$ cat src/inc/flash_regs_pkg.sv
package flash_regs_pkg;

  // ==========================================================
  // register byte offsets, one aligned word each
  localparam logic [7:0] OFF_INDEX  = 8'h00;
  localparam logic [7:0] OFF_STATUS = 8'h04;
  localparam logic [7:0] OFF_PROT   = 8'h08;
  localparam logic [7:0] OFF_CCOB   = 8'h0c;
  localparam logic [7:0] OFF_RSV1   = 8'h10;
  localparam logic [7:0] OFF_RSV2   = 8'h14;
  localparam logic [7:0] OFF_RSV3   = 8'h18;
  localparam logic [7:0] OFF_RSV4   = 8'h1c;
  localparam logic [7:0] OFF_OPT    = 8'h20;
  localparam logic [7:0] OFF_RSV5   = 8'h24;
  localparam logic [7:0] OFF_RSV6   = 8'h28;
  localparam logic [7:0] OFF_RSV7   = 8'h2c;

  // ==========================================================
  // field positions
  localparam int STAT_DONE_BIT  = 7;
  localparam int STAT_PVIOL_BIT = 4;
  localparam int DFP_OPEN_BIT   = 7;
  localparam int IDX_W          = 3;
  localparam int CCOB_WORDS     = 6;
  localparam logic [2:0] CCOB_LAST_IDX = 3'h5;

  // ==========================================================
  // reset values and configuration loading
  localparam logic [17:0] CFG_PROT_ADDR   = 18'h3ff0d;
  localparam logic [17:0] CFG_OPT_ADDR    = 18'h3ff0e;
  localparam logic [3:0]  SIZE_FULL       = 4'hf;
  localparam logic [7:0]  OPT_FAULT       = 8'hff;
  localparam logic [7:0]  OPT_RST         = 8'hff;

  // ==========================================================
  // protected data-flash window: base plus (size+1) sectors of 256 bytes
  localparam logic [17:0] DFLASH_PROT_BASE = 18'h04400;
  localparam logic [7:0]  SECTOR_LAST      = 8'hff;
  localparam logic [1:0]  DFLASH_PAGE      = 2'h0;

  // ==========================================================
  // command codes that the protection check looks at
  localparam logic [7:0] CMD_ERASE_BLOCK  = 8'h09;
  localparam logic [7:0] CMD_PROG_DFLASH  = 8'h11;
  localparam logic [7:0] CMD_ERASE_DSECT  = 8'h12;

  typedef enum logic [2:0] {
    ST_LD_PROT = 3'b000,
    ST_LD_OPT  = 3'b001,
    ST_READY   = 3'b011,
    ST_BUSY    = 3'b010
  } state_e_t;

  typedef struct packed {
    logic       ack;
    logic       dbl_fault;
    logic [7:0] data;
  } cfg_rsp_t;

  typedef struct packed {
    logic             done;
    logic             res_we;
    logic [IDX_W-1:0] res_idx;
    logic [15:0]      res_data;
  } cmd_ret_t;

  typedef struct packed {
    logic       open;
    logic [3:0] size;
  } prot_cfg_t;

endpackage

$ cat src/verilog/byte_lane_merge.sv
module byte_lane_merge #(
  parameter int BYTES = 2
) (
  // data
  input  wire logic [8*BYTES-1:0] old_word,
  input  wire logic [8*BYTES-1:0] new_word,
  input  wire logic [BYTES-1:0]   sel,
  output logic      [8*BYTES-1:0] merged
);

  // ==========================================================
  // per-lane choice
  for (genvar i = 0; i < BYTES; i++)
  begin : g_lane
    assign merged[8*i +: 8] = sel[i] ? new_word[8*i +: 8] : old_word[8*i +: 8];
  end

endmodule // byte_lane_merge

$ cat src/verilog/dflash_range_check.sv
module dflash_range_check (
  // target and protection setting
  input  wire logic [17:0]               addr,
  input  wire flash_regs_pkg::prot_cfg_t prot,
  // verdict
  output logic                           in_window,
  output logic                           any_protected
);

  logic [17:0] last_addr;

  // ==========================================================
  // window end = base + size*256 + 255
  assign last_addr     = 18'(flash_regs_pkg::DFLASH_PROT_BASE
                         + {6'h00, prot.size, flash_regs_pkg::SECTOR_LAST});
  assign any_protected = !prot.open;
  assign in_window     = !prot.open && (addr >= flash_regs_pkg::DFLASH_PROT_BASE)
                         && (addr <= last_addr);

endmodule // dflash_range_check

$ cat src/verilog/flash_protect_command_regs.sv
// Function
// - protection writes accepted only when adding protection: size up, open 1 to 0
// - open bit 7: 0 protects the size range, 1 disables protection
// - protection register loaded at reset from configuration byte 0x3_FF0D
// - double-bit fault on that byte: open cleared, size all ones
// - window starts 0x0_4400, (N+1)*256 bytes long
// - program or erase on protected address refused, violation flag set
// - data-flash block erase refused while any sector protected
// - six 16-bit command words, chosen by 3-bit index, byte access allowed
// - software loads words, writes 1 to complete flag, flag clears, command launches
// - command words locked while complete flag is 0, released at completion
// - results land in command words, read after flag returns to 1
// - index 110 or 111: writes ignored, reads give 0x0000
// - word 0: command code high, address bits 17:16 low
// - word 1: address 15:0; words 2 to 5: data 0 to 3
// - seven factory-reserved registers read zero, ignore writes
// - option register readable, writes ignored
// - option register loaded at reset from configuration byte 0x3_FF0E
// - double-bit fault on option byte sets every option bit
// - complete flag 0: no new command, command word writes ignored
//
// Implementation choices: the Wishbone slave port and the placing of the registers.
module flash_protect_command_regs (
  // clock and reset
  input  wire logic                       clock,
  input  wire logic                       rst,
  // wishbone slave
  input  wire logic                       wb_cyc_i,
  input  wire logic                       wb_stb_i,
  input  wire logic                       wb_we_i,
  input  wire logic [7:0]                 wb_adr_i,
  input  wire logic [3:0]                 wb_sel_i,
  input  wire logic [31:0]                wb_dat_i,
  output logic      [31:0]                wb_dat_o,
  output logic                            wb_ack_o,
  // configuration byte reads after reset
  output logic                            cfg_req,
  output logic      [17:0]                cfg_addr,
  input  wire flash_regs_pkg::cfg_rsp_t   cfg_rsp,
  // command engine
  output logic                            cmd_launch,
  output logic      [5:0][15:0]           command_object_array,
  input  wire flash_regs_pkg::cmd_ret_t   cmd_ret,
  output logic                            command_complete_flag,
  // protection and option state
  output logic                            dflash_protect_open,
  output logic      [3:0]                 dflash_protect_size,
  output logic      [7:0]                 option_nonvolatile_bits,
  output logic                            protection_violation_flag
);

  typedef struct packed {
    flash_regs_pkg::state_e_t st;
    logic                     ack;
    logic [31:0]              rdata;
    logic                     launch;
    logic [2:0]               idx;
    logic [5:0][15:0]         ccob;
    flash_regs_pkg::prot_cfg_t prot;
    logic [7:0]               opt;
    logic                     pviol;
  } state_t;

  state_t s_q;
  state_t s_d;

  logic        hit;
  logic        rd_hit;
  logic        wr_hit;
  logic [7:0]  word_adr;
  logic        idx_ok;
  logic [15:0] ccob_cur;
  logic [15:0] ccob_merged;
  logic [7:0]  cmd_code;
  logic [17:0] cmd_addr;
  logic        in_window;
  logic        any_prot;
  logic        refuse;
  logic        prot_ok;
  flash_regs_pkg::prot_cfg_t wr_prot;

  // ==========================================================
  // bus decode
  assign word_adr = {wb_adr_i[7:2], 2'b00};
  // the bus stalls until both configuration bytes are in
  assign hit      = wb_cyc_i && wb_stb_i && !s_q.ack
                    && ((s_q.st == flash_regs_pkg::ST_READY)
                        || (s_q.st == flash_regs_pkg::ST_BUSY));
  assign rd_hit   = hit && !wb_we_i;
  assign wr_hit   = hit && wb_we_i;
  assign idx_ok   = s_q.idx <= flash_regs_pkg::CCOB_LAST_IDX;
  // guarded so an unimplemented index never indexes past the array
  assign ccob_cur = idx_ok ? s_q.ccob[s_q.idx] : 16'h0000;

  byte_lane_merge #(
    .BYTES (2)
  ) u_merge (
    .old_word (ccob_cur),
    .new_word (wb_dat_i[15:0]),
    .sel      (wb_sel_i[1:0]),
    .merged   (ccob_merged)
  );

  // ==========================================================
  // launch-time protection check
  assign cmd_code = s_q.ccob[0][15:8];
  assign cmd_addr = {s_q.ccob[0][1:0], s_q.ccob[1]};

  dflash_range_check u_range (
    .addr          (cmd_addr),
    .prot          (s_q.prot),
    .in_window     (in_window),
    .any_protected (any_prot)
  );

  always_comb
  begin
    refuse = 1'b0;
    if (((cmd_code == flash_regs_pkg::CMD_PROG_DFLASH)
         || (cmd_code == flash_regs_pkg::CMD_ERASE_DSECT)) && in_window)
    begin
      refuse = 1'b1;
    end
    if ((cmd_code == flash_regs_pkg::CMD_ERASE_BLOCK)
        && (cmd_addr[17:16] == flash_regs_pkg::DFLASH_PAGE) && any_prot)
    begin
      refuse = 1'b1;
    end
  end

  // ==========================================================
  // protection write filter: only more protection gets through
  assign wr_prot = '{open: wb_dat_i[flash_regs_pkg::DFP_OPEN_BIT],
                     size: wb_dat_i[3:0]};
  always_comb
  begin
    prot_ok = 1'b0;
    if (!wr_prot.open || s_q.prot.open)
    begin
      // while open, size has no effect so any value may be set
      prot_ok = s_q.prot.open || (wr_prot.size >= s_q.prot.size);
    end
  end

  // ==========================================================
  // next state
  always_comb
  begin
    s_d        = s_q;
    s_d.ack    = hit;
    s_d.launch = 1'b0;
    s_d.rdata  = 32'h0000_0000;
    case (s_q.st)
      flash_regs_pkg::ST_LD_PROT:
      begin
        if (cfg_rsp.ack)
        begin
          if (cfg_rsp.dbl_fault)
          begin
            s_d.prot.open = 1'b0;
            s_d.prot.size = flash_regs_pkg::SIZE_FULL;
          end
          else
          begin
            s_d.prot.open = cfg_rsp.data[flash_regs_pkg::DFP_OPEN_BIT];
            s_d.prot.size = cfg_rsp.data[3:0];
          end
          s_d.st = flash_regs_pkg::ST_LD_OPT;
        end
      end
      flash_regs_pkg::ST_LD_OPT:
      begin
        if (cfg_rsp.ack)
        begin
          s_d.opt = cfg_rsp.dbl_fault ? flash_regs_pkg::OPT_FAULT
                                      : cfg_rsp.data;
          s_d.st  = flash_regs_pkg::ST_READY;
        end
      end
      flash_regs_pkg::ST_BUSY:
      begin
        if (cmd_ret.res_we && (cmd_ret.res_idx <= flash_regs_pkg::CCOB_LAST_IDX))
        begin
          s_d.ccob[cmd_ret.res_idx] = cmd_ret.res_data;
        end
        if (cmd_ret.done)
        begin
          s_d.st = flash_regs_pkg::ST_READY;
        end
      end
      flash_regs_pkg::ST_READY:
      begin
      end
      default:
      begin
        s_d.st = flash_regs_pkg::ST_LD_PROT;
      end
    endcase

    // ---- register writes
    if (wr_hit)
    begin
      case (word_adr)
        flash_regs_pkg::OFF_INDEX:
        begin
          if (wb_sel_i[0])
          begin
            s_d.idx = wb_dat_i[2:0];
          end
        end
        flash_regs_pkg::OFF_CCOB:
        begin
          // busy locks the words; unimplemented slots swallow the write
          if ((s_q.st == flash_regs_pkg::ST_READY) && idx_ok)
          begin
            s_d.ccob[s_q.idx] = ccob_merged;
          end
        end
        flash_regs_pkg::OFF_PROT:
        begin
          if (wb_sel_i[0] && prot_ok)
          begin
            s_d.prot = wr_prot;
          end
        end
        flash_regs_pkg::OFF_STATUS:
        begin
          if (wb_sel_i[0])
          begin
            if (wb_dat_i[flash_regs_pkg::STAT_PVIOL_BIT])
            begin
              s_d.pviol = 1'b0;
            end
            if (wb_dat_i[flash_regs_pkg::STAT_DONE_BIT]
                && (s_q.st == flash_regs_pkg::ST_READY))
            begin
              if (refuse)
              begin
                s_d.pviol = 1'b1;
              end
              else
              begin
                s_d.st     = flash_regs_pkg::ST_BUSY;
                s_d.launch = 1'b1;
              end
            end
          end
        end
        default:
        begin
          // option and reserved registers ignore writes
        end
      endcase
    end

    // ---- read data
    if (rd_hit)
    begin
      case (word_adr)
        flash_regs_pkg::OFF_INDEX:
        begin
          s_d.rdata[2:0] = s_q.idx;
        end
        flash_regs_pkg::OFF_STATUS:
        begin
          s_d.rdata[flash_regs_pkg::STAT_DONE_BIT]  = s_q.st == flash_regs_pkg::ST_READY;
          s_d.rdata[flash_regs_pkg::STAT_PVIOL_BIT] = s_q.pviol;
        end
        flash_regs_pkg::OFF_PROT:
        begin
          s_d.rdata[flash_regs_pkg::DFP_OPEN_BIT] = s_q.prot.open;
          s_d.rdata[3:0]                          = s_q.prot.size;
        end
        flash_regs_pkg::OFF_CCOB:
        begin
          s_d.rdata[15:0] = ccob_cur;
        end
        flash_regs_pkg::OFF_OPT:
        begin
          s_d.rdata[7:0] = s_q.opt;
        end
        default:
        begin
          // reserved and unmapped words read zero
          s_d.rdata = 32'h0000_0000;
        end
      endcase
    end
  end

  // ==========================================================
  // state register
  always_ff @(posedge clock)
  begin
    if (rst)
    begin
      s_q        <= '0;
      s_q.st     <= flash_regs_pkg::ST_LD_PROT;
      s_q.prot   <= {1'b0, flash_regs_pkg::SIZE_FULL};
      s_q.opt    <= flash_regs_pkg::OPT_RST;
    end
    else
    begin
      s_q <= s_d;
    end
  end

  // ==========================================================
  // outputs
  assign wb_dat_o                  = s_q.rdata;
  assign wb_ack_o                  = s_q.ack;
  assign cfg_req                   = (s_q.st == flash_regs_pkg::ST_LD_PROT)
                                     || (s_q.st == flash_regs_pkg::ST_LD_OPT);
  assign cfg_addr                  = (s_q.st == flash_regs_pkg::ST_LD_OPT)
                                     ? flash_regs_pkg::CFG_OPT_ADDR
                                     : flash_regs_pkg::CFG_PROT_ADDR;
  assign cmd_launch                = s_q.launch;
  assign command_object_array      = s_q.ccob;
  assign command_complete_flag     = s_q.st == flash_regs_pkg::ST_READY;
  assign dflash_protect_open       = s_q.prot.open;
  assign dflash_protect_size       = s_q.prot.size;
  assign option_nonvolatile_bits   = s_q.opt;
  assign protection_violation_flag = s_q.pviol;

  logic run_q;
  logic rd_zero_q;
  always_ff @(posedge clock)
  begin
    run_q     <= !rst && !cfg_req;
    rd_zero_q <= rd_hit && (((word_adr == flash_regs_pkg::OFF_CCOB) && !idx_ok)
                 || (word_adr == flash_regs_pkg::OFF_RSV1)
                 || (word_adr == flash_regs_pkg::OFF_RSV7));
  end
endmodule // flash_protect_command_regs

$ cat config.mk
export PLATFORM = sky130hd
export DESIGN_NAME = flash_protect_command_regs
export DESIGN_NICKNAME = d
export VERILOG_FILES = /design/src/inc/flash_regs_pkg.sv /design/src/verilog/byte_lane_merge.sv /design/src/verilog/dflash_range_check.sv /design/src/verilog/flash_protect_command_regs.sv
export SDC_FILE = /design/constraint.sdc
export NUM_CORES = 1
export LEC_CHECK = 0
export ABC_AREA = 1
export BUFFER_PORTS_ARGS = -buffer_cell sky130_fd_sc_hd__buf_4
export CAP_MARGIN = 20
export CORE_MARGIN = 2
export CORE_UTILIZATION = 54
export CTS_BUF_LIST = sky130_fd_sc_hd__clkbuf_16
export CTS_CLUSTER_SIZE = 40
export DETAILED_ROUTE_END_ITERATION = 12
export PLACE_DENSITY_LB_ADDON = 0.25
export SYNTH_ARGS = -nofsm -noshare
export SYNTH_HDL_FRONTEND = slang
export SYNTH_SLANG_ARGS = --single-unit
export TNS_END_PERCENT = 30
$ cat constraint.sdc
create_clock -name clock -period 2.2 [get_ports clock]
set_clock_uncertainty 0.15 [all_clocks]
set_input_delay 0.44 -clock clock [delete_from_list [all_inputs] [get_ports clock]]
set_output_delay 0.44 -clock clock [all_outputs]
set_load 0.03 [all_outputs]
# Word level (Yosys, flattened, before mapping)
# Cells that the tools add are included.
# word_totals
ff_bits	150
# classes
addsub	1
magnitude_cmp	9
n_eq_ne	10
muxes	44
bitwise	6
n_reduce_logical	34
# ops
op	n
two-way mux 96 bit	4
bitwise mux 96 bit	2
two-way mux 101 bit	1
demux 16 bit (select 3 bit)	2
two-way mux 16 bit	4
binary-select mux 16 bit (select 3 bit)	1
two-way mux 5 bit	5
two-way mux 3 bit	8
two-way mux 8 bit	3
one-hot mux 3 bit (4 select lines)	2
>= comparator 18 x 15 -> 1 bit (second input constant)	1
<= comparator 18 bit	1
adder 15 x 12 -> 16 bit (first input constant)	1
== test 8 x 5 -> 1 bit (second input constant)	2
logical AND 1 bit	16
== test 6 x 2 -> 1 bit (second input constant)	2
== test 8 x 4 -> 1 bit (second input constant)	1
zero test 8 bit	1
< comparator 3 x 4 -> 1 bit (second input constant)	2
two-way mux 1 bit	7
== test 3 x 2 -> 1 bit (second input constant)	2
== test 6 x 1 -> 1 bit (second input constant)	1
== test 6 x 4 -> 1 bit (second input constant)	1
>= comparator 3 x 1 -> 1 bit (second input constant)	2
17 further kinds	32

# Longest topological paths before layout
# Gate-level depths: netlist (run 1).
# depth
word_depth	11
ltp_mapped	15
depth_no_buf	15

# Modules after synthesis
# A second synthesis (run 1) with hierarchy kept.
# hier_totals
cells_unflattened	1649
hier_area_um2	9895.7
# by_module_without_submodules
module	instances	cells_per_inst	area_per_inst_um2	seq_area_each_um2
flash_protect_command_regs	1	1561	9480.3	2682.6
byte_lane_merge	1	52	210.2	0.0
dflash_range_check	1	36	205.2	0.0

# Least setup slack after synthesis (run 1)
# No wires, ideal clock.
# synth_timing
path_kind	flip-flop to flip-flop
startpoint	register s_q[147] (netlist name)
endpoint	register s_q (netlist bit option_nonvolatile_bits[6])
setup_time_ns	0.079
arrival_ns	1.912
t_required_ns	1.971
path_slack_ns	0.059
path_stages_with_launch	8
period_less_slack_ns	2.141
path_cell_list	dfxtp_1 > nand2_1 > nor2_1 > inv_1 > nor2_1 > clkbuf_1 > o21ai_0 > o211ai_1
# synth_via
elab_chain_len	2
# synth_rtl
element	line_no	text
start: declaration	flash_protect_command_regs.sv:64	state_t s_q;
== test 3 x 1 -> 1 bit	flash_protect_command_regs.sv:153	case (s_q.st)
AND reduction 2 bit (no source line)	n/a	
# Every way passes these cells.
# A chain may end at the register's enable or synchronous reset.

# Worst setup path after layout (run 1)
# layout_timing
startpoint	register s_q[111] (netlist name)
endpoint	register s_q (netlist bit command_object_array[57])
# layout_via
elab_chain_len	8
word_cells_on_any_way	15
# layout_rtl
element	line_no	text
< comparator 3 x 4 -> 1 bit (implied by the code), or another cell as far along	flash_protect_command_regs.sv:216	s_d.ccob[s_q.idx] = ccob_merged;
logical AND 1 bit (implied by the code) / two-way mux 16 bit (equally long branches)	flash_protect_command_regs.sv:216, flash_protect_command_regs.sv:93	
two-way mux 16 bit (on tied branches)	flash_protect_command_regs.sv:216, flash_protect_command_regs.sv:93	
demux 16 bit (select 3 bit) / two-way mux 8 bit (equally long branches)	flash_protect_command_regs.sv:216, byte_lane_merge.sv:15	
bitwise mux 96 bit	flash_protect_command_regs.sv:216	
two-way mux 96 bit *	flash_protect_command_regs.sv:214	if ((s_q.st == flash_regs_pkg::ST_READY) && idx_ok)
two-way mux 96 bit *	flash_protect_command_regs.sv:203	case (word_adr)
two-way mux 101 bit *	flash_protect_command_regs.sv:201	if (wr_hit)
# Every way passes the cells marked *; elsewhere a longest branch is shown, timed or not. The select of a mux whose other input is x is not followed.

==> report_table.html, run 1 <==
<table>
<tr><th>Metric</th><th>Value</th></tr>
<tr><th colspan="2">Status</th></tr>
<tr><td>Outcome</td><td>completed</td></tr>
<tr><th colspan="2">Power</th></tr>
<tr><td>Lkg Pwr</td><td>5.77 nW</td></tr>
<tr><td>Peak supply drop</td><td>0.000589 V</td></tr>
<tr><td>Power Dens Cells</td><td>553 nW/um^2</td></tr>
<tr><th colspan="2">Cells and area</th></tr>
<tr><td>Post-Layout Inst Area</td><td>10800 sq um</td></tr>
<tr><td>Utilization after layout</td><td>0.649</td></tr>
<tr><td>Antenna Cells</td><td>0</td></tr>
<tr><td>Area growth, synth to finish</td><td>16.7%</td></tr>
<tr><td>Number of nets at the end of the flow</td><td>1736</td></tr>
<tr><td>Share of post-route cells with drive strength above 1</td><td>0.197</td></tr>
<tr><th colspan="2">Worst setup path</th></tr>
<tr><td>Endpoint kind of the worst setup timing path</td><td>flip-flop</td></tr>
<tr><td>Destination of the worst register-to-register timing path</td><td>command_object_array[57]</td></tr>
<tr><td>CP required</td><td>2.38 ns</td></tr>
<tr><td>Sort of element at the start of the critical path</td><td>flip-flop</td></tr>
<tr><td>Cell depth of the worst flop-to-flop path</td><td>11</td></tr>
<tr><td>Standard cell with the maximum stage delay on the critical path</td><td>sky130_fd_sc_hd__dfxtp_1</td></tr>
<tr><td>Worst Path Class, Setup</td><td>reg -&gt; reg</td></tr>
<tr><td>Worst path buffer plus inverter count</td><td>4</td></tr>
<tr><td>Arrival time worst endpoint</td><td>2.29 ns</td></tr>
<tr><td>Highest net fanout along the worst path</td><td>8</td></tr>
<tr><td>CP peak stage delay</td><td>0.34 ns</td></tr>
<tr><td>Worst-case register-to-register setup slack</td><td>0.09 ns</td></tr>
<tr><td>Worst reg2reg startpoint</td><td>s_q[111]</td></tr>
<tr><td>Kind of cell adding the most delay to the critical path</td><td>compound AO/OA/AOI/OAI gates</td></tr>
<tr><td>Critical-path cell list</td><td>inv_2 &gt; nand3_2 &gt; buf_4 &gt; nor2_1 &gt; a21oi_1 &gt; nand4_1 &gt; o21bai_2 &gt; buf_4 &gt; nand2_1 &gt; nand2_1 &gt; inv_1</td></tr>
<tr><th colspan="2">Timing</th></tr>
<tr><td>Final Max Tran Viols</td><td>0</td></tr>
<tr><td>Final worst-path cycle share</td><td>0.958</td></tr>
<tr><td>Final count of negative-setup-slack endpoints</td><td>0</td></tr>
<tr><td>Max_slew headroom</td><td>0.548</td></tr>
<tr><td>Pin slew with the least headroom to its limit</td><td>0.678 ns</td></tr>
<tr><td>Final period demand of the worst path</td><td>2.11 ns</td></tr>
<tr><td>Highest clock rate</td><td>475 MHz</td></tr>
<tr><td>Count of final hold-check violations</td><td>0</td></tr>
<tr><td>Sum Neg Setup Slack</td><td>0 ns</td></tr>
<tr><td>Setup repair after global routing missed its margin</td><td>false</td></tr>
<tr><th colspan="2">Floorplan</th></tr>
<tr><td>I/O pin count</td><td>244</td></tr>
<tr><td>Die height</td><td>135 um</td></tr>
<tr><td>Total Die Area</td><td>18300 sq um</td></tr>
<tr><td>Overall die width</td><td>135 um</td></tr>
<tr><td>Core area</td><td>16700 sq um</td></tr>
<tr><td>Row count</td><td>47</td></tr>
<tr><td>Initial core utilization</td><td>0.556</td></tr>
<tr><th colspan="2">Place</th></tr>
<tr><td>Instance area at placement</td><td>10200 sq um</td></tr>
<tr><td>Count of buffers from port buffering</td><td>191</td></tr>
<tr><td>Final GP Congestion</td><td>0.987</td></tr>
<tr><td>Dpl hpwl</td><td>21800 um</td></tr>
<tr><th colspan="2">Yosys</th></tr>
<tr><td>Synth Instances</td><td>1561</td></tr>
<tr><td>Yosys warning count</td><td>0</td></tr>
<tr><td>Complex-gate fraction of the synthesized area</td><td>0.116</td></tr>
<tr><td>Sequential cell area fraction in the yosys report</td><td>0.289</td></tr>
<tr><td>Adder and majority cell fraction of the synthesized area</td><td>0.0135</td></tr>
<tr><td>Most used standard cells in the synthesized netlist</td><td>sky130_fd_sc_hd__nand2_1 (463), sky130_fd_sc_hd__nor2_1 (264), sky130_fd_sc_hd__inv_1 (197)</td></tr>
<tr><td>Portion of synthesized cell area occupied by the leading cell type</td><td>0.289</td></tr>
<tr><td>Flip-flop and latch count after synthesis</td><td>134</td></tr>
<tr><td>Most used flip-flop cell after synthesis</td><td>sky130_fd_sc_hd__dfxtp_1</td></tr>
<tr><td>Simple-Gate Fraction of Synth Area</td><td>0.334</td></tr>
<tr><td>Post-Syn Area</td><td>9290 sq um</td></tr>
<tr><td>Cell with the most instances after synthesis</td><td>sky130_fd_sc_hd__nand2_1</td></tr>
<tr><td>Average cell area after synthesis</td><td>5.95 sq um</td></tr>
<tr><td>Post-synth EDFFs</td><td>0</td></tr>
<tr><td>Yosys cell types</td><td>38</td></tr>
<tr><td>Cell accounting for the most synthesized area</td><td>sky130_fd_sc_hd__dfxtp_1</td></tr>
<tr><td>Cells taking the most area after synthesis</td><td>sky130_fd_sc_hd__dfxtp_1 (29%), sky130_fd_sc_hd__nand2_1 (19%), sky130_fd_sc_hd__buf_4 (13%), sky130_fd_sc_hd__nor2_1 (11%), sky130_fd_sc_hd__inv_1 (8.0%)</td></tr>
<tr><td>Share of async-settable or async-resettable flops after synthesis</td><td>0</td></tr>
<tr><td>Main combinational cell family by area after synthesis</td><td>simple AND/OR/NAND/NOR gates</td></tr>
<tr><td>Xor and xnor fraction of the mapped netlist area</td><td>0</td></tr>
<tr><td>Mux contribution to synthesized area</td><td>0.00404</td></tr>
<tr><th colspan="2">Clocking</th></tr>
<tr><td>Maximum level of the CTS H-tree</td><td>4</td></tr>
<tr><td>Clk root buf</td><td>sky130_fd_sc_hd__clkbuf_16</td></tr>
<tr><td>Clock transition at the registers of the reported paths</td><td>0.06 ns</td></tr>
<tr><td>Hold Buf Count CTS</td><td>0</td></tr>
<tr><td>CTS tree</td><td>built</td></tr>
<tr><td>Clk sinks</td><td>134</td></tr>
<tr><td>Clock Tree Buf Depth</td><td>2</td></tr>
<tr><td>Clock Latency Late Sink</td><td>0.44 ns</td></tr>
<tr><td>Total clock buffers created by CTS</td><td>17</td></tr>
<tr><th colspan="2">Min path</th></tr>
<tr><td>Sink of the worst hold path</td><td>wb_ack_o</td></tr>
<tr><td>Hold Crit Depth</td><td>2</td></tr>
<tr><td>Class of the worst hold path</td><td>in -&gt; reg</td></tr>
<tr><td>Origin of the worst min-delay path</td><td>rst</td></tr>
<tr><th colspan="2">Route</th></tr>
<tr><td>Post-detailed-route wirelength per cell</td><td>15.4 um</td></tr>
<tr><td>Routed via count</td><td>9593</td></tr>
<tr><td>Sum of routed wire length over all layers</td><td>28900 um</td></tr>
<tr><td>First drt pass iteration count</td><td>6</td></tr>
<tr><td>ANT nets after route</td><td>0</td></tr>
<tr><td>Routed vias/inst</td><td>5.11</td></tr>
<tr><td>Violation count after the first detailed-route iteration</td><td>1105</td></tr>
<tr><td>Residual DRC</td><td>0</td></tr>
<tr><th colspan="2">GRT</th></tr>
<tr><td>Number of antenna violations at the first check in global routing</td><td>0</td></tr>
<tr><td>Via count of the first global-routing pass</td><td>8100</td></tr>
<tr><td>Total grt overflow</td><td>0</td></tr>
<tr><td>First-pass GRT wire length</td><td>43800 um</td></tr>
<tr><td>Pin count of the biggest net entering global routing</td><td>61</td></tr>
<tr><td>Global-route usage over all layers</td><td>0.312</td></tr>
<tr><th colspan="2">Flow run</th></tr>
<tr><td>Number of max-capacitance violations reported</td><td>0</td></tr>
</table>
-- registers in the layout (all words and copies together), names as in the netlist --
register	flops
dflash_protect_open	1
protection_violation_flag	1
wb_ack_o	1
option_nonvolatile_bits	8
cmd_launch	1
command_object_array	96
s_q	6
dflash_protect_size	4
wb_dat_o	16
-- routing by layer --
layer,up-vias,share of wire,track usage
met5,-,0,0
met4,0,0.023,0.101
met3,52,0.12,0.0535
met2,546,0.43,0.461
met1,4268,0.43,0.461
li1,4727,-,-
-- worst max-delay path by stage --
| stage | start | to | slack [ns] | cells after the start |
|---|---|---|---|---|
| 6_report | s_q[111] | command_object_array[57] | 0.09 | 11 |
| 5_1_grt | s_q[110] | command_object_array[32] | 0.006 | 9 |
| 4_1_cts | s_q[111] | command_object_array[87] | 0.04 | 11 |
| 3_5_place_dp | s_q[111] | command_object_array[87] | 0.05 | 11 |
| 3_3_place_gp | wb_adr_i[7] | command_object_array[67] | 0.07 | 13 |
| 2_1_floorplan | s_q[147] | option_nonvolatile_bits[6] | 0.06 | 7 |
-- worst reg2reg max path: stages, from the launching register on --
cell and delay (ns):
sky130_fd_sc_hd__dfxtp_1 0.34, sky130_fd_sc_hd__inv_2 0.05, sky130_fd_sc_hd__nand3_2 0.16, sky130_fd_sc_hd__buf_4 0.21
sky130_fd_sc_hd__nor2_1 0.05, sky130_fd_sc_hd__a21oi_1 0.31, sky130_fd_sc_hd__nand4_1 0.21, sky130_fd_sc_hd__o21bai_2 0.22
sky130_fd_sc_hd__buf_4 0.18, sky130_fd_sc_hd__nand2_1 0.05, sky130_fd_sc_hd__nand2_1 0.05, sky130_fd_sc_hd__inv_1 0.04
-- per-stage QoR --
step / std cells / setup WS [ns] / hold WS, ns / power, mW
after floorplan: 1592 / 0.0595 / 0.302 / 2.81
after global placement: 1846 / 0.0733 / 0.326 / 3.00
after detailed placement: 1846 / 0.0514 / 0.335 / 3.01
after CTS: 1878 / 0.0419 / 0.0631 / 5.98
after global routing: 1879 / 0.00589 / 0.0767 / 6.13
final: 1879 / 0.0926 / 0.0629 / 6.00
-- cell type report --
class / instances / area (sq um)
Tap cell: 220 / 275
Inverter: 208 / 781
Clock inverter: 15 / 186
Sequential cell: 134 / 2680
Multi-Input combinational cell: 1031 / 4480
Clock buffer: 17 / 425
Timing Repair Buffer: 254 / 2010
Fill cell: 1614 / 5860
-- placed cells by master (no fill, tap or decap), types with 2 or more instances in the layout --
cell type	instances
sky130_fd_sc_hd__a21oi_1	41
sky130_fd_sc_hd__a22oi_1	3
sky130_fd_sc_hd__a31oi_1	2
sky130_fd_sc_hd__buf_12	8
sky130_fd_sc_hd__buf_4	246
sky130_fd_sc_hd__bufinv_16	4
sky130_fd_sc_hd__clkbuf_16	17
sky130_fd_sc_hd__clkinv_1	4
sky130_fd_sc_hd__clkinv_2	4
sky130_fd_sc_hd__clkinvlp_4	4
sky130_fd_sc_hd__conb_1	33
sky130_fd_sc_hd__dfxtp_1	134
sky130_fd_sc_hd__ha_1	10
sky130_fd_sc_hd__inv_1	197
sky130_fd_sc_hd__inv_2	9
sky130_fd_sc_hd__mux2i_2	2
sky130_fd_sc_hd__nand2_1	462
sky130_fd_sc_hd__nand3_1	25
sky130_fd_sc_hd__nand3_2	2
sky130_fd_sc_hd__nand4_1	16
sky130_fd_sc_hd__nor2_1	261
sky130_fd_sc_hd__nor2_2	10
sky130_fd_sc_hd__nor3_1	6
sky130_fd_sc_hd__o211ai_1	3
sky130_fd_sc_hd__o21ai_0	117
sky130_fd_sc_hd__o21ai_1	4
sky130_fd_sc_hd__o21bai_1	2
sky130_fd_sc_hd__o21bai_2	10
sky130_fd_sc_hd__o22ai_1	8
sky130_fd_sc_hd__or2_2	4
-- timing repair --
item	CTS	global route
resized for setup	0	4
endpoints found under the setup margin	0	55
setup buffers	0	1
hold endpoints to repair	0	0
-- power by group --
group          leakage [nW]  switching, mW  total (mW)  internal [mW]
combinational          4.40          0.352       0.524          0.172
clock                 0.290           1.15        3.03           1.88
sequential             1.08        0.00977        2.45           2.44
total                  5.77           1.51        6.00           4.49
-- kinds of logic (layout without fill, tap and decap cells) --
family	count (synthesis)	count (layout)
AO/OA/AOI/OAI	194	194
adder cells (fa/ha/maj)	10	10
buffers and inverters	427	494
flip-flops	134	134
multiplexers	3	3
other	2	33
AND/OR/NAND/NOR	791	791
Note: power is estimated with default switching activity, not from simulation.
==> run 2, diff against run 1 <==
- CORE_ASPECT_RATIO: unset -> 1.2
- TNS_END_PERCENT: 30 -> 20
==> run 2 against run 1 <==
Die area about the same. First-iteration DRC count fell by 18%. Combinational power hardly changed. Worst hold slack better by 0.037 ns. Routed wire length about the same. Critical path depth is the same. Sequential power is essentially flat. Register-to-register slack improved by 0.02 ns. Largest power group unchanged. Highest routed layer unchanged.
==> report_table.html, run 2 (synthesis results as in run 1) <==
<table>
<tr><th>Metric</th><th>Value</th></tr>
<tr><th colspan="2">Status</th></tr>
<tr><td>Outcome</td><td>completed</td></tr>
<tr><th colspan="2">Route</th></tr>
<tr><td>Routed via count</td><td>9680 (+0.91%)</td></tr>
<tr><td>Routed vias/inst</td><td>5.11 (+0.11%)</td></tr>
<tr><td>ANT nets after route</td><td>0 (unchanged)</td></tr>
<tr><td>Residual DRC</td><td>0 (unchanged)</td></tr>
<tr><td>First drt pass iteration count</td><td>6 (unchanged)</td></tr>
<tr><td>Sum of routed wire length over all layers</td><td>28900 um (about the same)</td></tr>
<tr><td>Post-detailed-route wirelength per cell</td><td>15.3 um (-0.72%)</td></tr>
<tr><td>Violation count after the first detailed-route iteration</td><td>902 (-18%)</td></tr>
<tr><th colspan="2">Power</th></tr>
<tr><td>Lkg Pwr</td><td>5.85 nW (+1.4%)</td></tr>
<tr><td>Overall power after layout</td><td>5.76 mW (-4.0%)</td></tr>
<tr><td>Peak supply drop</td><td>0.000527 V (-11%)</td></tr>
<tr><td>Power Dens Cells</td><td>528 nW/um^2 (-4.6%)</td></tr>
<tr><th colspan="2">Timing</th></tr>
<tr><td>Highest clock rate</td><td>479 MHz (+0.94%)</td></tr>
<tr><td>Count of final hold-check violations</td><td>0 (unchanged)</td></tr>
<tr><td>Max_slew headroom</td><td>0.605 (+0.0567)</td></tr>
<tr><td>Final count of negative-setup-slack endpoints</td><td>0 (unchanged)</td></tr>
<tr><td>Setup repair after global routing missed its margin</td><td>false</td></tr>
<tr><td>Sum Neg Setup Slack</td><td>0 ns (unchanged)</td></tr>
<tr><td>Final period demand of the worst path</td><td>2.09 ns (-0.0196 ns)</td></tr>
<tr><td>Pin slew with the least headroom to its limit</td><td>0.591 ns (-0.0868 ns)</td></tr>
<tr><td>Final Max Tran Viols</td><td>0 (unchanged)</td></tr>
<tr><td>Final worst-path cycle share</td><td>0.949 (-0.00889)</td></tr>
<tr><th colspan="2">GRT</th></tr>
<tr><td>Global-route usage over all layers</td><td>0.314 (+0.00237)</td></tr>
<tr><td>Pin count of the biggest net entering global routing</td><td>100 (+64%)</td></tr>
<tr><td>First-pass GRT wire length</td><td>44300 um (+1.1%)</td></tr>
<tr><td>Total grt overflow</td><td>0 (unchanged)</td></tr>
<tr><td>Number of antenna violations at the first check in global routing</td><td>0 (unchanged)</td></tr>
<tr><td>Via count of the first global-routing pass</td><td>8599 (+6.2%)</td></tr>
<tr><th colspan="2">Place</th></tr>
<tr><td>Count of buffers from port buffering</td><td>191 (unchanged)</td></tr>
<tr><td>Placed cell count</td><td>1862 (+0.87%)</td></tr>
<tr><td>Final GP Congestion</td><td>1.01 (+2.4%)</td></tr>
<tr><td>Dpl hpwl</td><td>21700 um (-0.29%)</td></tr>
<tr><th colspan="2">Floorplan</th></tr>
<tr><td>Overall die width</td><td>124 um (-8.5%)</td></tr>
<tr><td>Die height</td><td>148 um (+9.3%)</td></tr>
<tr><td>Row count</td><td>52 (+11%)</td></tr>
<tr><td>Initial core utilization</td><td>0.551 (-0.00496)</td></tr>
<tr><td>Core area</td><td>16900 sq um (+0.90%)</td></tr>
<tr><td>Total Die Area</td><td>18300 sq um (about the same)</td></tr>
<tr><td>I/O pin count</td><td>244 (unchanged)</td></tr>
<tr><th colspan="2">Worst setup path</th></tr>
<tr><td>CP required</td><td>2.38 ns (about the same)</td></tr>
<tr><td>Arrival time worst endpoint</td><td>2.27 ns (-0.02 ns)</td></tr>
<tr><td>Highest net fanout along the worst path</td><td>9 (+1)</td></tr>
<tr><td>Cell depth of the worst flop-to-flop path</td><td>11 (unchanged)</td></tr>
<tr><td>Sort of element at the start of the critical path</td><td>flip-flop</td></tr>
<tr><td>Endpoint kind of the worst setup timing path</td><td>flip-flop</td></tr>
<tr><td>Worst Path Class, Setup</td><td>reg -&gt; reg</td></tr>
<tr><th colspan="2">Clocking</th></tr>
<tr><td>Maximum level of the CTS H-tree</td><td>4 (unchanged)</td></tr>
<tr><td>Total clock buffers created by CTS</td><td>17 (unchanged)</td></tr>
<tr><td>Clk root buf</td><td>sky130_fd_sc_hd__clkbuf_16</td></tr>
<tr><td>Clock Tree Buf Depth</td><td>2 (unchanged)</td></tr>
<tr><td>Clk sinks</td><td>134 (unchanged)</td></tr>
<tr><td>Clock Latency Late Sink</td><td>0.43 ns (about the same)</td></tr>
<tr><td>Clock transition at the registers of the reported paths</td><td>0.06 ns (about the same)</td></tr>
<tr><td>CTS tree</td><td>built</td></tr>
<tr><td>Hold Buf Count CTS</td><td>0 (unchanged)</td></tr>
<tr><th colspan="2">Cells and area</th></tr>
<tr><td>Leading cell type in the layout, fill and taps excluded</td><td>sky130_fd_sc_hd__nand2_1</td></tr>
<tr><td>Share of post-route cells with drive strength above 1</td><td>0.203 (+0.00671)</td></tr>
<tr><td>Number of flip-flops under the largest register name</td><td>96 (unchanged)</td></tr>
<tr><td>Antenna Cells</td><td>0 (unchanged)</td></tr>
<tr><td>Most used cells in the layout excluding fill and tap cells</td><td>sky130_fd_sc_hd__nand2_1 (463), sky130_fd_sc_hd__buf_4 (265), sky130_fd_sc_hd__nor2_1 (263), sky130_fd_sc_hd__inv_1 (197), sky130_fd_sc_hd__dfxtp_1 (134)</td></tr>
<tr><td>Number of nets at the end of the flow</td><td>1755 (+1.1%)</td></tr>
<tr><td>Fin cells</td><td>1894 (+0.80%)</td></tr>
<tr><td>Area growth, synth to finish</td><td>17.5%</td></tr>
<tr><th colspan="2">Min path</th></tr>
<tr><td>Hold Crit Depth</td><td>3 (+1)</td></tr>
<tr><td>Class of the worst hold path</td><td>in -&gt; reg</td></tr>
<tr><th colspan="2">Flow run</th></tr>
<tr><td>Number of max-capacitance violations reported</td><td>0 (unchanged)</td></tr>
</table>
-- run 2: layout make-up --
type / instances / area (sq um)
Clock inverter: 15 / 136
Clock buffer: 17 / 425
Sequential cell: 134 / 2680
Timing Repair Buffer: 273 / 2150
Fill cell: 1623 / 5930
Tap cell: 216 / 270
Inverter: 208 / 781
Multi-Input combinational cell: 1031 / 4470
-- run 2: final timing paths --
| check | start | endpoint | slack (ns) |
|---|---|---|---|
| worst max-delay path | s_q[110] | command_object_array[41] | 0.11 |
| worst min register to register | option_nonvolatile_bits[3] | option_nonvolatile_bits[3] | 0.36 |
| worst max register to register | s_q[110] | command_object_array[41] | 0.11 |
| worst min-delay path | cfg_rsp[4] | option_nonvolatile_bits[4] | 0.1 |
-- run 2: where the power goes --
group / internal (mW) / total, mW / switching, mW
logic: 0.178 / 0.527 / 0.349
clock network: 1.65 / 2.78 / 1.13
registers: 2.44 / 2.45 / 0.0112
-- run 2: timing repair --
item | in CTS | in global routing
gates resized for setup | 0 | 1
setup endpoints to repair | 0 | 3
buffers inserted | 0 | 0
-- run 2: per-layer routing --
layer / share of wire / wire, um / global-route usage
met1: 0.38 / 10900 / 0.379
met2: 0.48 / 13700 / 0.511
met3: 0.085 / 2450 / 0.0513
met4: 0.065 / 1870 / 0.206
met5: 0 / 0 / 0
-- run 2: critical path, cell delays in order, from the launching register on --
cell                       delay [ns]
sky130_fd_sc_hd__dfxtp_1         0.37
sky130_fd_sc_hd__nand3_1         0.18
sky130_fd_sc_hd__buf_12          0.15
sky130_fd_sc_hd__buf_4           0.13
sky130_fd_sc_hd__nor2_1          0.04
sky130_fd_sc_hd__a21oi_1         0.24
sky130_fd_sc_hd__nand4_1         0.18
sky130_fd_sc_hd__o21bai_2        0.21
sky130_fd_sc_hd__buf_4           0.17
sky130_fd_sc_hd__nand2_1         0.05
sky130_fd_sc_hd__nand2_1         0.06
sky130_fd_sc_hd__inv_1           0.03
-- run 2: stage by stage --
stage | utilization | worst slack, ns | instance area, sq um | hold WS (ns)
6_report | 0.648 | 0.112 | 10900 | 0.0998
2_1_floorplan | - | 0.0595 | 9410 | 0.302
4_1_cts | 0.648 | 0.123 | 10900 | 0.0938
3_5_place_dp | 0.614 | 0.0702 | 10300 | 0.355
3_3_place_gp | 0.614 | 0.0946 | 10300 | 0.345
5_1_grt | 0.648 | 0.0155 | 10900 | 0.0943
==> run 3, diff against run 2 <==
- CAP_MARGIN: 20 -> unset
- CORE_UTILIZATION: 54 -> 55
- SYNTH_HIERARCHICAL: unset -> 1
==> run 3 against run 2 <==
Via count increased by 7.3%. The run now ends with setup timing left. Total power increased by 1.3%. First-iteration DRC count shrank 2.2%. Cell count rose by 4.4%. Maximum frequency down 6.0%. Core utilization rose by 1.5 points.
==> report_table.html, run 3 <==
<table>
<tr><th>Metric</th><th>Value</th></tr>
<tr><th colspan="2">Floorplan</th></tr>
<tr><td>I/O pin count</td><td>244 (unchanged)</td></tr>
<tr><td>Total Die Area</td><td>19100 sq um (+4.5%)</td></tr>
<tr><td>Core area</td><td>17600 sq um (+4.3%)</td></tr>
<tr><td>Initial core utilization</td><td>0.563 (+0.0119)</td></tr>
<tr><td>Die height</td><td>151 um (+2.2%)</td></tr>
<tr><td>Overall die width</td><td>126 um (+2.2%)</td></tr>
<tr><td>Row count</td><td>53 (+1.9%)</td></tr>
<tr><th colspan="2">Yosys</th></tr>
<tr><td>Yosys warning count</td><td>6 (+6)</td></tr>
<tr><td>Most used flip-flop cell after synthesis</td><td>sky130_fd_sc_hd__dfxtp_1</td></tr>
<tr><td>Cell with the most instances after synthesis</td><td>sky130_fd_sc_hd__nor2_1</td></tr>
<tr><td>Complex-gate fraction of the synthesized area</td><td>0.0569 (-0.0593)</td></tr>
<tr><td>Portion of synthesized cell area occupied by the leading cell type</td><td>0.271 (-0.0177)</td></tr>
<tr><td>Yosys cell types</td><td>35 (-7.9%)</td></tr>
<tr><td>Sequential cell area fraction in the yosys report</td><td>0.271 (-0.0177)</td></tr>
<tr><td>Simple-Gate Fraction of Synth Area</td><td>0.438 (+0.104)</td></tr>
<tr><td>Most used standard cells in the synthesized netlist</td><td>sky130_fd_sc_hd__nor2_1 (440), sky130_fd_sc_hd__nand2_1 (378), sky130_fd_sc_hd__inv_1 (160)</td></tr>
<tr><td>Xor and xnor fraction of the mapped netlist area</td><td>0 (unchanged)</td></tr>
<tr><td>Average cell area after synthesis</td><td>6.00 sq um (+0.85%)</td></tr>
<tr><td>Post-Syn Area</td><td>9900 sq um (+6.5%)</td></tr>
<tr><td>Cells taking the most area after synthesis</td><td>sky130_fd_sc_hd__dfxtp_1 (27%), sky130_fd_sc_hd__nor2_1 (17%), sky130_fd_sc_hd__nand2_1 (14%), sky130_fd_sc_hd__buf_4 (12%), sky130_fd_sc_hd__inv_1 (6.1%)</td></tr>
<tr><td>Flip-flop and latch count after synthesis</td><td>134 (unchanged)</td></tr>
<tr><td>Cell accounting for the most synthesized area</td><td>sky130_fd_sc_hd__dfxtp_1</td></tr>
<tr><td>Synth Instances</td><td>1649 (+5.6%)</td></tr>
<tr><td>Main combinational cell family by area after synthesis</td><td>simple AND/OR/NAND/NOR gates</td></tr>
<tr><td>Adder and majority cell fraction of the synthesized area</td><td>0.0126 (-0.000826)</td></tr>
<tr><td>Mux contribution to synthesized area</td><td>0 (-0.00404)</td></tr>
<tr><td>Share of async-settable or async-resettable flops after synthesis</td><td>0 (unchanged)</td></tr>
<tr><td>Post-synth EDFFs</td><td>0 (unchanged)</td></tr>
<tr><th colspan="2">Clocking</th></tr>
<tr><td>Clock transition at the registers of the reported paths</td><td>0.06 ns (about the same)</td></tr>
<tr><td>Clock Tree Buf Depth</td><td>2 (unchanged)</td></tr>
<tr><td>Maximum level of the CTS H-tree</td><td>4 (unchanged)</td></tr>
<tr><td>Count of buffers added by post-CTS timing repair for setup</td><td>0 (unchanged)</td></tr>
<tr><td>Total clock buffers created by CTS</td><td>17 (unchanged)</td></tr>
<tr><td>Clk root buf</td><td>sky130_fd_sc_hd__clkbuf_16</td></tr>
<tr><td>Clock Latency Late Sink</td><td>0.43 ns (about the same)</td></tr>
<tr><td>Clk sinks</td><td>134 (unchanged)</td></tr>
<tr><td>CTS tree</td><td>built</td></tr>
<tr><th colspan="2">Worst setup path</th></tr>
<tr><td>Endpoint kind of the worst setup timing path</td><td>flip-flop</td></tr>
<tr><td>Worst Path Class, Setup</td><td>reg -&gt; reg</td></tr>
<tr><td>Highest net fanout along the worst path</td><td>3 (-6)</td></tr>
<tr><td>Arrival time worst endpoint</td><td>2.45 ns (+0.18 ns)</td></tr>
<tr><td>Worst-case register-to-register setup slack</td><td>-0.02 ns (-0.13 ns)</td></tr>
<tr><td>CP required</td><td>2.43 ns (+0.05 ns)</td></tr>
<tr><td>Sort of element at the start of the critical path</td><td>flip-flop</td></tr>
<tr><th colspan="2">Timing</th></tr>
<tr><td>Count of final hold-check violations</td><td>0 (unchanged)</td></tr>
<tr><td>Final period demand of the worst path</td><td>2.22 ns (+0.134 ns)</td></tr>
<tr><td>Final worst-path cycle share</td><td>1.01 (+0.0611)</td></tr>
<tr><td>Max_slew headroom</td><td>0.594 (-0.0109)</td></tr>
<tr><td>Highest clock rate</td><td>450 MHz (-6.0%)</td></tr>
<tr><td>Pin slew with the least headroom to its limit</td><td>0.607 ns (+0.0159 ns)</td></tr>
<tr><td>Final count of negative-setup-slack endpoints</td><td>3 (+3)</td></tr>
<tr><td>Final Max Tran Viols</td><td>0 (unchanged)</td></tr>
<tr><td>Worst hold slack after final layout</td><td>0.0853 ns (-0.0145 ns)</td></tr>
<tr><td>Final WS setup</td><td>-0.0222 ns (-0.134 ns)</td></tr>
<tr><td>Setup repair after global routing missed its margin</td><td>true</td></tr>
<tr><th colspan="2">Cells and area</th></tr>
<tr><td>Antenna Cells</td><td>0 (unchanged)</td></tr>
<tr><td>Area growth, synth to finish</td><td>17.7%</td></tr>
<tr><td>Leading cell type in the layout, fill and taps excluded</td><td>sky130_fd_sc_hd__nor2_1</td></tr>
<tr><td>Number of nets at the end of the flow</td><td>1835 (+4.6%)</td></tr>
<tr><td>Number of flip-flops under the largest register name</td><td>96 (unchanged)</td></tr>
<tr><td>Share of post-route cells with drive strength above 1</td><td>0.235 (+0.0317)</td></tr>
<tr><td>Most used cells in the layout excluding fill and tap cells</td><td>sky130_fd_sc_hd__nor2_1 (439), sky130_fd_sc_hd__nand2_1 (369), sky130_fd_sc_hd__buf_4 (259), sky130_fd_sc_hd__inv_1 (154), sky130_fd_sc_hd__dfxtp_1 (132)</td></tr>
<tr><th colspan="2">Route</th></tr>
<tr><td>Residual DRC</td><td>0 (unchanged)</td></tr>
<tr><td>Violation count after the first detailed-route iteration</td><td>882 (-2.2%)</td></tr>
<tr><td>Sum of routed wire length over all layers</td><td>31900 um (+10%)</td></tr>
<tr><td>First drt pass iteration count</td><td>6 (unchanged)</td></tr>
<tr><td>Routed via count</td><td>10400 (+7.3%)</td></tr>
<tr><td>Routed vias/inst</td><td>5.25 (+2.8%)</td></tr>
<tr><td>ANT nets after route</td><td>0 (unchanged)</td></tr>
<tr><td>Post-detailed-route wirelength per cell</td><td>16.1 um (+5.5%)</td></tr>
<tr><th colspan="2">GRT</th></tr>
<tr><td>First-pass GRT wire length</td><td>48700 um (+10%)</td></tr>
<tr><td>Met1 Resource Use GR</td><td>0.409 (+0.0297)</td></tr>
<tr><td>Grt met3 use</td><td>0.0484 (-0.00292)</td></tr>
<tr><td>Via count of the first global-routing pass</td><td>9104 (+5.9%)</td></tr>
<tr><td>Number of antenna violations at the first check in global routing</td><td>0 (unchanged)</td></tr>
<tr><td>Pin count of the biggest net entering global routing</td><td>41 (-59%)</td></tr>
<tr><td>Met2 track demand over resource in global routing</td><td>0.522 (+0.0109)</td></tr>
<tr><td>Total grt overflow</td><td>0 (unchanged)</td></tr>
<tr><td>Global-route usage over all layers</td><td>0.327 (+0.0129)</td></tr>
<tr><td>Global routing's busiest layer</td><td>met2</td></tr>
<tr><th colspan="2">Power</th></tr>
<tr><td>Power Dens Cells</td><td>501 nW/um^2 (-5.0%)</td></tr>
<tr><td>Peak supply drop</td><td>0.000466 V (-11%)</td></tr>
<tr><td>Lkg Pwr</td><td>6.15 nW (+5.0%)</td></tr>
<tr><td>Overall power after layout</td><td>5.83 mW (+1.3%)</td></tr>
<tr><th colspan="2">Place</th></tr>
<tr><td>Dpl hpwl</td><td>23800 um (+9.6%)</td></tr>
<tr><td>Count of buffers from port buffering</td><td>191 (unchanged)</td></tr>
<tr><td>Final GP Congestion</td><td>0.959 (-5.1%)</td></tr>
<tr><th colspan="2">Min path</th></tr>
<tr><td>Class of the worst hold path</td><td>in -&gt; reg</td></tr>
<tr><th colspan="2">Flow run</th></tr>
<tr><td>Number of max-capacitance violations reported</td><td>0 (unchanged)</td></tr>
<tr><th colspan="2">Status</th></tr>
<tr><td>Outcome</td><td>finished, violations left</td></tr>
<tr><td>Violated checks</td><td>setup timing</td></tr>
</table>
## run 3: cell types whose count changed after synthesis, sizes merged, moves of 4 or more
cell	previous run	this run
o21bai	12	0
o21ai	122	69
inv	206	169
nand4	16	8
a21oi	42	16
o211ai	4	0
nor3	7	113
nand2	463	383
nand3	27	36
o221ai	0	8
clkbuf	28	35
nor2	271	453
## run 3: worst max-delay path, stage by stage (launching register included)
cell and delay, ns:
sky130_fd_sc_hd__dfxtp_2 0.33, sky130_fd_sc_hd__ha_4 0.26, sky130_fd_sc_hd__inv_2 0.04, sky130_fd_sc_hd__ha_4 0.27, sky130_fd_sc_hd__nand4_1 0.10, sky130_fd_sc_hd__nor2_1 0.11, sky130_fd_sc_hd__nand2_1 0.07, sky130_fd_sc_hd__a21oi_2 0.13
sky130_fd_sc_hd__nand2_1 0.07, sky130_fd_sc_hd__nand2_1 0.06, sky130_fd_sc_hd__nand2_1 0.06, sky130_fd_sc_hd__nor3_2 0.18, sky130_fd_sc_hd__buf_4 0.16, sky130_fd_sc_hd__inv_2 0.03, sky130_fd_sc_hd__nand2_2 0.06, sky130_fd_sc_hd__nand2_1 0.05
sky130_fd_sc_hd__inv_1 0.05
## run 3: per-stage QoR
stage / instance area, sq um / setup WS [ns] / setup TNS [ns] / instances / utilization
finish: 11600 / -0.0222 / -0.0309 / 1978 / 0.663
global route: 11600 / -0.153 / -0.476 / 1978 / 0.663
CTS: 11600 / 0.00614 / 0 / 1978 / 0.659
detailed placement: 11000 / -0.0663 / -0.189 / 1946 / 0.625
global placement: 11000 / -0.00793 / -0.0149 / 1946 / 0.625
floorplan: 10000 / 0.148 / 0 / 1680 / -
## run 3: timing repair
action | in CTS | in global routing
hold buffers | 0 | 0
resized for setup | 4 | 27
setup endpoints to repair | 14 | 95
pin swaps | 1 | 8
## run 3: path summary, 6_finish.rpt
path,start,to,cells past startpoint
hold reg to reg,option_nonvolatile_bits[5],wb_dat_o[5],2
hold / removal,rst,cmd_launch,2
setup / recovery,dflash_protect_size[2],s_q[147],16
setup reg to reg,dflash_protect_size[2],s_q[147],16
## run 3: area by class of cell
| class | count | area, sq um |
|---|---|---|
| fill | 1639 | 5930 |
| multi-input combinational | 1146 | 5230 |
| sequential | 134 | 2690 |
| timing repair buffer | 275 | 2250 |
| inverter | 171 | 643 |
| clock buffer | 17 | 425 |
| tap | 220 | 275 |
| clock inverter | 15 | 136 |
## run 3: layer usage
metal	up-vias	wire length (um)
met5	-	0
met4	0	2080
met1	4605	12000
met2	612	14800
li1	5056	-
met3	118	3010
## run 3: report_power, final
part | total, mW | leakage (nW) | switching [mW] | internal (mW)
Sequential | 2.45 | 1.08 | 0.0115 | 2.44
Combinational | 0.589 | 4.79 | 0.407 | 0.181
Clock | 2.79 | 0.273 | 1.15 | 1.65
Total | 5.83 | 6.15 | 1.57 | 4.27
## run 3: logic make-up (layout without fill, tap and decap cells)
kind of cell	count (synthesis)	after routing
flops	134	134
simple gates	1001	1001
fa+ha+maj	10	10
buf+inv	400	478
other cells	2	33
compound gates	102	102
